File: config.mk
export PLATFORM = sky130hd
export DESIGN_NAME = hpioc_host_port
export DESIGN_NICKNAME = d
export VERILOG_FILES = /design/src/hpioc_host_port.v /design/src/hpioc_stack.v
export VERILOG_INCLUDE_DIRS = /design/src
export SDC_FILE = /design/constraint.sdc
export NUM_CORES = 1
export LEC_CHECK = 0
export ABC_CLOCK_PERIOD_IN_PS = 3150
export BUFFER_PORTS_ARGS = -buffer_cell sky130_fd_sc_hd__buf_4
export CORE_ASPECT_RATIO = 1.4
export CORE_MARGIN = 1.5
export CORE_UTILIZATION = 53
export DETAILED_ROUTE_END_ITERATION = 8
export GPL_TIMING_DRIVEN = 0
export HOLD_SLACK_MARGIN = 0.05
export PLACE_DENSITY = 0.8
export SYNTH_ARGS = -nofsm -noshare
export SYNTH_HDL_FRONTEND = slang
export SYNTH_HIERARCHICAL = 1
export SYNTH_SLANG_ARGS = --single-unit
File: constraint.sdc
create_clock -name clk -period 3.15 [get_ports clk]
set_clock_uncertainty 0.1 [all_clocks]
set_input_delay 0 -clock clk [delete_from_list [all_inputs] [get_ports clk]]
set_output_delay 0 -clock clk [all_outputs]
set_load 0.01 [all_outputs]
File: src/hpioc_consts.vh
`ifndef HPIOC_CONSTS_VH
`define HPIOC_CONSTS_VH

// ----------------------------------------
// Register map, quadlet indices of 9-bit byte address
// ----------------------------------------
`define HPIOC_IO_CONTROL_OFS     9'h1EC
`define HPIOC_POLL_STATUS_OFS    9'h1F0
`define HPIOC_IO_CONTROL_QIDX    7'h7B
`define HPIOC_POLL_STATUS_QIDX   7'h7C

// ----------------------------------------
// Control field positions
// ----------------------------------------
`define HPIOC_BIT_BYTE_WIDTH     0
`define HPIOC_BIT_ENDIAN         1
`define HPIOC_BIT_IRQ_POL        2
`define HPIOC_BIT_ACK_DRIVE      3
`define HPIOC_BIT_IRQ_DRIVE      4
`define HPIOC_BIT_POLLED         5
`define HPIOC_BIT_LANE_INV       6
`define HPIOC_BIT_ACK_POL        7
`define HPIOC_CTRL_MASK          8'hFF

// ----------------------------------------
// Status field positions
// ----------------------------------------
`define HPIOC_STAT_DONE          0
`define HPIOC_STAT_WRITE         1

// ----------------------------------------
// Host type codes and control defaults
// ----------------------------------------
`define HPIOC_HOST_SYNC          2'h0
`define HPIOC_HOST_ASYNC16       2'h1
`define HPIOC_HOST_MCU8          2'h2
`define HPIOC_HOST_RSVD          2'h3
`define HPIOC_DEF_SYNC           8'h72
`define HPIOC_DEF_ASYNC16        8'h42
`define HPIOC_DEF_MCU8           8'h61
`define HPIOC_DEF_RSVD           8'h42

// ----------------------------------------
// Reset strap capture count
// ----------------------------------------
`define HPIOC_STRAP_LOAD_CNT     2'h2
`define HPIOC_STRAP_DONE_CNT     2'h3

`endif

File: src/hpioc_host_port.v
`timescale 1ns/10ps
`include "hpioc_consts.vh"


module hpioc_host_port (
  clk,
  rst_n,
  host_type_select_hi,
  host_type_select_lo,
  cs_n,
  rd_wr_n,
  addr,
  data_in,
  data_out,
  data_oe,
  ack_out,
  ack_oe,
  core_irq,
  irq_out,
  irq_oe,
  byte_width_select,
  endian_order_select,
  lane_invariance_select,
  polled_access_enable
);
  input  wire        clk;
  input  wire        rst_n;
  input  wire        host_type_select_hi;
  input  wire        host_type_select_lo;
  input  wire        cs_n;
  input  wire        rd_wr_n;
  input  wire [8:0]  addr;
  input  wire [15:0] data_in;
  output reg  [15:0] data_out;
  output reg         data_oe;
  output reg         ack_out;
  output reg         ack_oe;
  input  wire        core_irq;
  output reg         irq_out;
  output reg         irq_oe;
  output reg         byte_width_select;
  output reg         endian_order_select;
  output reg         lane_invariance_select;
  output reg         polled_access_enable;

  localparam ST_IDLE = 2'h0;
  localparam ST_CAPT = 2'h1;
  localparam ST_HOLD = 2'h2;

  // ----------------------------------------
  // Pin synchronisers
  // ----------------------------------------
  reg        cs_s1;
  reg        cs_s2;
  reg        cs_s3;
  reg [25:0] bus_s1;
  reg [25:0] bus_s2;
  reg [1:0]  strap_s1;
  reg [1:0]  strap_s2;

  always @(posedge clk) begin
    if (!rst_n) begin
      cs_s1    <= 1'b1;
      cs_s2    <= 1'b1;
      cs_s3    <= 1'b1;
      bus_s1   <= 26'h0;
      bus_s2   <= 26'h0;
      strap_s1 <= 2'h0;
      strap_s2 <= 2'h0;
    end else begin
      cs_s1    <= cs_n;
      cs_s2    <= cs_s1;
      cs_s3    <= cs_s2;
      bus_s1   <= {rd_wr_n, addr, data_in};
      bus_s2   <= bus_s1;
      strap_s1 <= {host_type_select_hi, host_type_select_lo};
      strap_s2 <= strap_s1;
    end
  end

  // ----------------------------------------
  // Control and status state
  // ----------------------------------------
  reg [1:0]  state;
  reg [1:0]  init_cnt;
  reg [1:0]  host_type;
  reg [7:0]  io_ctrl;
  reg        stat_done;
  reg        stat_write;
  reg        ack_act;
  reg        cap_rd;
  reg [8:0]  cap_addr;
  reg [15:0] cap_data;
  reg [31:0] wbuf;
  reg [3:0]  wmask;
  reg [6:0]  wqidx;

  // ----------------------------------------
  // Host type defaults
  // ----------------------------------------
  function [7:0] host_default;
    input [1:0] ht;
    begin
      case (ht)
        `HPIOC_HOST_SYNC:    host_default = `HPIOC_DEF_SYNC;
        `HPIOC_HOST_ASYNC16: host_default = `HPIOC_DEF_ASYNC16;
        `HPIOC_HOST_MCU8:    host_default = `HPIOC_DEF_MCU8;
        default:             host_default = `HPIOC_DEF_RSVD;
      endcase
    end
  endfunction

  // ----------------------------------------
  // Quadlet and lane decode
  // ----------------------------------------
  function is_ctrl_q;
    input [6:0] q;
    begin
      is_ctrl_q = (q == `HPIOC_IO_CONTROL_QIDX);
    end
  endfunction

  function is_stat_q;
    input [6:0] q;
    begin
      is_stat_q = (q == `HPIOC_POLL_STATUS_QIDX);
    end
  endfunction

  function [31:0] lane_bits;
    input [3:0] m;
    begin
      lane_bits = {{8{m[3]}}, {8{m[2]}}, {8{m[1]}}, {8{m[0]}}};
    end
  endfunction

  // ----------------------------------------
  // Register read mux
  // ----------------------------------------
  wire [6:0] qidx = cap_addr[8:2];
  reg  [31:0] quad_rd;

  always @* begin
    quad_rd = 32'h0;
    if (is_ctrl_q(qidx)) begin
      quad_rd[7:0] = io_ctrl;
      if (host_type == `HPIOC_HOST_MCU8) begin
        quad_rd[`HPIOC_BIT_ACK_DRIVE] = 1'b0;
      end
    end else if (is_stat_q(qidx)) begin
      quad_rd[`HPIOC_STAT_DONE]  = stat_done;
      quad_rd[`HPIOC_STAT_WRITE] = stat_write;
    end
  end

  wire [3:0]  lane_mask;
  wire [31:0] quad_wdata;
  wire [15:0] host_rdata;

  hpioc_stack u_stack (
    .word_mode  (~io_ctrl[`HPIOC_BIT_BYTE_WIDTH]),
    .big_endian (io_ctrl[`HPIOC_BIT_ENDIAN]),
    .lane_inv   (io_ctrl[`HPIOC_BIT_LANE_INV]),
    .byte_addr  (cap_addr[1:0]),
    .host_wdata (cap_data),
    .quad_rdata (quad_rd),
    .lane_mask  (lane_mask),
    .quad_wdata (quad_wdata),
    .host_rdata (host_rdata)
  );

  wire        cs_fall   = cs_s3 & ~cs_s2;
  wire        wr_clash  = (wmask != 4'h0) & ((wqidx != qidx) | ((wmask & lane_mask) != 4'h0));
  wire [3:0]  next_mask = wmask | lane_mask;
  wire [31:0] next_wbuf = (wbuf & ~lane_bits(lane_mask)) | quad_wdata;
  wire        is_status = is_stat_q(qidx);

  // ----------------------------------------
  // Transaction engine
  // ----------------------------------------
  always @(posedge clk) begin
    if (!rst_n) begin
      state      <= ST_IDLE;
      init_cnt   <= 2'h0;
      host_type  <= `HPIOC_HOST_SYNC;
      io_ctrl    <= `HPIOC_DEF_SYNC;
      stat_done  <= 1'b0;
      stat_write <= 1'b0;
      ack_act    <= 1'b0;
      cap_rd     <= 1'b0;
      cap_addr   <= 9'h0;
      cap_data   <= 16'h0;
      wbuf       <= 32'h0;
      wmask      <= 4'h0;
      wqidx      <= 7'h0;
      data_out   <= 16'h0;
      data_oe    <= 1'b0;
    end else begin
      if (init_cnt != `HPIOC_STRAP_DONE_CNT) begin
        init_cnt <= init_cnt + 2'h1;
      end
      if (init_cnt == `HPIOC_STRAP_LOAD_CNT) begin
        host_type <= strap_s2;
        io_ctrl   <= host_default(strap_s2);
      end
      case (state)
        ST_IDLE: begin
          if (cs_fall && init_cnt == `HPIOC_STRAP_DONE_CNT) begin
            cap_rd   <= bus_s2[25];
            cap_addr <= bus_s2[24:16];
            cap_data <= bus_s2[15:0];
            state    <= ST_CAPT;
          end
        end
        ST_CAPT: begin
          if (cap_rd) begin
            data_out <= host_rdata;
            data_oe  <= 1'b1;
            wmask    <= 4'h0;
          end else if (wr_clash) begin
            wmask <= 4'h0;
          end else if (next_mask == 4'hF) begin
            wmask <= 4'h0;
            if (is_ctrl_q(qidx)) begin
              io_ctrl <= next_wbuf[7:0] & `HPIOC_CTRL_MASK;
            end
          end else begin
            wbuf  <= next_wbuf;
            wmask <= next_mask;
            wqidx <= qidx;
          end
          if (!(cap_rd && is_status)) begin
            stat_done  <= 1'b1;
            stat_write <= ~cap_rd;
          end
          ack_act <= ~io_ctrl[`HPIOC_BIT_POLLED];
          state   <= ST_HOLD;
        end
        ST_HOLD: begin
          if (cs_s2) begin
            ack_act <= 1'b0;
            data_oe <= 1'b0;
            state   <= ST_IDLE;
          end
        end
        default: begin
          state <= ST_IDLE;
        end
      endcase
      if (state == ST_IDLE && cs_fall && init_cnt == `HPIOC_STRAP_DONE_CNT
          && !(bus_s2[25] && is_stat_q(bus_s2[24:18]))) begin
        stat_done <= 1'b0;
      end
    end
  end

  // ----------------------------------------
  // Pin drivers and control outputs
  // ----------------------------------------
  always @(posedge clk) begin
    if (!rst_n) begin
      ack_out                <= 1'b1;
      ack_oe                 <= 1'b0;
      irq_out                <= 1'b1;
      irq_oe                 <= 1'b0;
      byte_width_select      <= 1'b0;
      endian_order_select    <= 1'b0;
      lane_invariance_select <= 1'b0;
      polled_access_enable   <= 1'b0;
    end else begin
      ack_out <= io_ctrl[`HPIOC_BIT_ACK_POL] ? ack_act : ~ack_act;
      ack_oe  <= (host_type != `HPIOC_HOST_MCU8)
                 & (io_ctrl[`HPIOC_BIT_ACK_DRIVE] | ack_act);
      irq_out <= io_ctrl[`HPIOC_BIT_IRQ_POL] ? core_irq : ~core_irq;
      irq_oe  <= io_ctrl[`HPIOC_BIT_IRQ_DRIVE] | core_irq;
      byte_width_select      <= io_ctrl[`HPIOC_BIT_BYTE_WIDTH];
      endian_order_select    <= io_ctrl[`HPIOC_BIT_ENDIAN];
      lane_invariance_select <= io_ctrl[`HPIOC_BIT_LANE_INV] & ~io_ctrl[`HPIOC_BIT_ENDIAN];
      polled_access_enable   <= io_ctrl[`HPIOC_BIT_POLLED];
    end
  end
endmodule

File: src/hpioc_stack.v
`timescale 1ns/10ps
`include "hpioc_consts.vh"

module hpioc_stack (
  word_mode,
  big_endian,
  lane_inv,
  byte_addr,
  host_wdata,
  quad_rdata,
  lane_mask,
  quad_wdata,
  host_rdata
);
  input  wire        word_mode;
  input  wire        big_endian;
  input  wire        lane_inv;
  input  wire [1:0]  byte_addr;
  input  wire [15:0] host_wdata;
  input  wire [31:0] quad_rdata;
  output reg  [3:0]  lane_mask;
  output reg  [31:0] quad_wdata;
  output reg  [15:0] host_rdata;

  // ----------------------------------------
  // Quadlet byte lane of a host byte address
  // ----------------------------------------
  function [1:0] lane_of;
    input [1:0] a;
    input       big;
    begin
      lane_of = big ? (2'h3 - a) : a;
    end
  endfunction

  reg [1:0]  lane_lo;
  reg [1:0]  lane_hi;
  reg [15:0] wswap;
  reg        swap;

  // ----------------------------------------
  // Placement and extraction
  // ----------------------------------------
  always @* begin
    lane_lo    = lane_of(byte_addr, big_endian);
    lane_hi    = lane_of({byte_addr[1], 1'b1}, big_endian);
    swap       = ~big_endian & lane_inv;
    wswap      = swap ? {host_wdata[7:0], host_wdata[15:8]} : host_wdata;
    lane_mask  = 4'h0;
    quad_wdata = 32'h0;
    host_rdata = 16'h0;
    if (word_mode) begin
      lane_lo = lane_of({byte_addr[1], 1'b0}, big_endian);
      lane_mask[lane_lo] = 1'b1;
      lane_mask[lane_hi] = 1'b1;
      quad_wdata[lane_lo*8 +: 8] = wswap[15:8];
      quad_wdata[lane_hi*8 +: 8] = wswap[7:0];
      host_rdata[15:8] = quad_rdata[lane_lo*8 +: 8];
      host_rdata[7:0]  = quad_rdata[lane_hi*8 +: 8];
      if (swap) begin
        host_rdata = {quad_rdata[lane_hi*8 +: 8], quad_rdata[lane_lo*8 +: 8]};
      end
    end else begin
      lane_mask[lane_lo] = 1'b1;
      quad_wdata[lane_lo*8 +: 8] = host_wdata[7:0];
      host_rdata[7:0] = quad_rdata[lane_lo*8 +: 8];
    end
  end
endmodule

==> metrics <==
Fill cells=844; GRT Total Usage=24.56%; commonest non-fill, non-tap cell in the layout=dfxtp_1; Die ar.=12830 sq um; Starting Density=54.46%; drt wl/cell=14.74 um; clock-pin slew on the worst setup and hold paths=60 ps; actual slew at the worst max-slew pin=845.6 ps; pwr dens=526.9 nW/um^2; outcome=finished clean; vias in the first global route=5135; Pwr Total=4389 uW; CTS root buf=clkbuf_16; Reg2Reg Depth=13; Max clock buf depth=2; Vias=5084; Synth Instances=664; Reg area=2927 sq um; grt total ovfl=0; Hold Path Class=in2reg; static leakage=0.003557 uW; net switching power=1034 uW; worst hold slack=155.1 ps; most frequent cells in the layout=dfxtp_1 (145), nand2_1 (143), and2_1 (70); critical path endpoint category=flip-flop; crit path max fanout=13; pin count of the biggest net entering global routing=17; hpwl dp=10270 um; Clock Power Share=48.9%; Vias/cell=5.094; multi-input logic area=3521 sq um; RePlAce Congestion=0.8642; Placement Rows=47; Max VDD drop=472.0 uV; Final Hold Vio Count=0; R2R Setup Slk=90 ps; die height=133.4 um; layout cells sized above 1=17.98%; hold path depth=3; first-pass GRT wire length=23780 um; num ports=57; TritonCTS Sinks=146; DIE WIDTH=96.15 um; Port Buffers=55; post-route setup TNS=0 ps; Crit Path Class=reg2reg; ANT cells=0; Final ANT Viol Nets=0; combinational power share=7.3%; Max-slew headroom=42.83%; final period utilization=97.25%; fmax=0.3264 GHz; clock tree from TritonCTS=yes; TritonCTS Buffers=17; Switching Fraction=23.55%; drt pass-1 iters=6; number of DRC markers in iteration 0=255; Required @ worst endpoint=3360 ps; P_int=3355 uW; number of antenna violations at the first check in global routing=0; Tmin final=3063 ps; sequential group share of total power=43.8%; Syn. warnings=6; number of H-tree levels=4; syn avg cell area=9.695 sq um; core area=11820 sq um; Worst-Skew Late Latency=420 ps; drt drc=0; Arrival @ worst endpoint=3280 ps; crit path launch type=flip-flop; max-cap viol count=0; Post-Route WL=14720 um; Final Setup Violations=0; Slew Limit Fails=0; mapped cell area=6437 sq um; fin nets=879; Layout area overhead=29.41%
[final timing paths]
check                  start    endpoint
setup / recovery  io_ctrl[1]  io_ctrl[4]
hold / removal         rst_n   bus_s2[4]
setup reg to reg  io_ctrl[1]  io_ctrl[4]
hold reg to reg        cs_s1       cs_s2
[power groups by stage]
stage               Sequential, uW  Combinational (uW)  Clock [uW]
floorplan                     1960                 189           0
global placement              1960                 262           0
detailed placement            1970                 270           0
CTS                           1920                 311        2170
global route                  1930                 347        2250
finish                        1920                 318        2150
[cell type report]
cell class	count	area share (%)
clock buffer	17	5.107
multi-input combinational	526	42.26
timing repair buffer	90	9.222
tap	147	2.208
sequential	146	35.13
inverter	12	0.5407
clock inverter	15	2.478
buffer	45	3.049
[sequential cells by signal, indices dropped and copies added (netlist names), 4 cells and up]
| signal | count |
|---|---|
| bus_s1 | 26 |
| bus_s2 | 26 |
| cap_addr | 9 |
| cap_data | 16 |
| data_out | 16 |
| io_ctrl | 8 |
| wbuf | 8 |
| wmask | 4 |
| wqidx | 7 |
[routing by layer]
| metal | vias up | wire length [um] | global-route usage [%] | share of wire, % |
|---|---|---|---|---|
| met5 | - | 0 | 0 | 0 |
| met4 | 0 | 585 | 13.48 | 4.0 |
| met3 | 37 | 524 | 4.395 | 3.6 |
| met2 | 153 | 8035 | 46.01 | 55 |
| met1 | 2355 | 5570 | 24.56 | 38 |
| li1 | 2539 | - | - | - |
[worst max-delay path, cell delays in order, from the launching register on]
cell,delay [ps]
dfxtp_4,380
buf_12,140
inv_1,70
ha_1,300
buf_2,180
inv_1,150
ha_1,180
inv_1,70
mux2i_4,240
o22ai_1,160
nor2_2,260
and4b_1,280
a21oi_4,120
mux2_4,320
[through the flow]
step | utilization, % | cells | instance area [sq um] | setup slack, ps
final | 70.48 | 998 | 8330 | 86.74
after global routing | 70.48 | 998 | 8330 | -12.69
after CTS | 70.38 | 999 | 8319 | 17.89
after detailed placement | 61.68 | 933 | 7291 | -667.4
after global placement | 61.68 | 933 | 7291 | -509.6
after floorplan | - | 731 | 6694 | 16.00
[what timing repair did]
action / 4_1_cts / 5_1_grt
cloned: 1 / 0
setup endpoints to repair: 27 / 22
gates resized for setup: 13 / 8
hold buffers: 32 / 0
pin swaps: 2 / 3
buffers inserted: 2 / 0
endpoints found under the hold margin: 74 / 0
(Power assumes the default switching activity.)
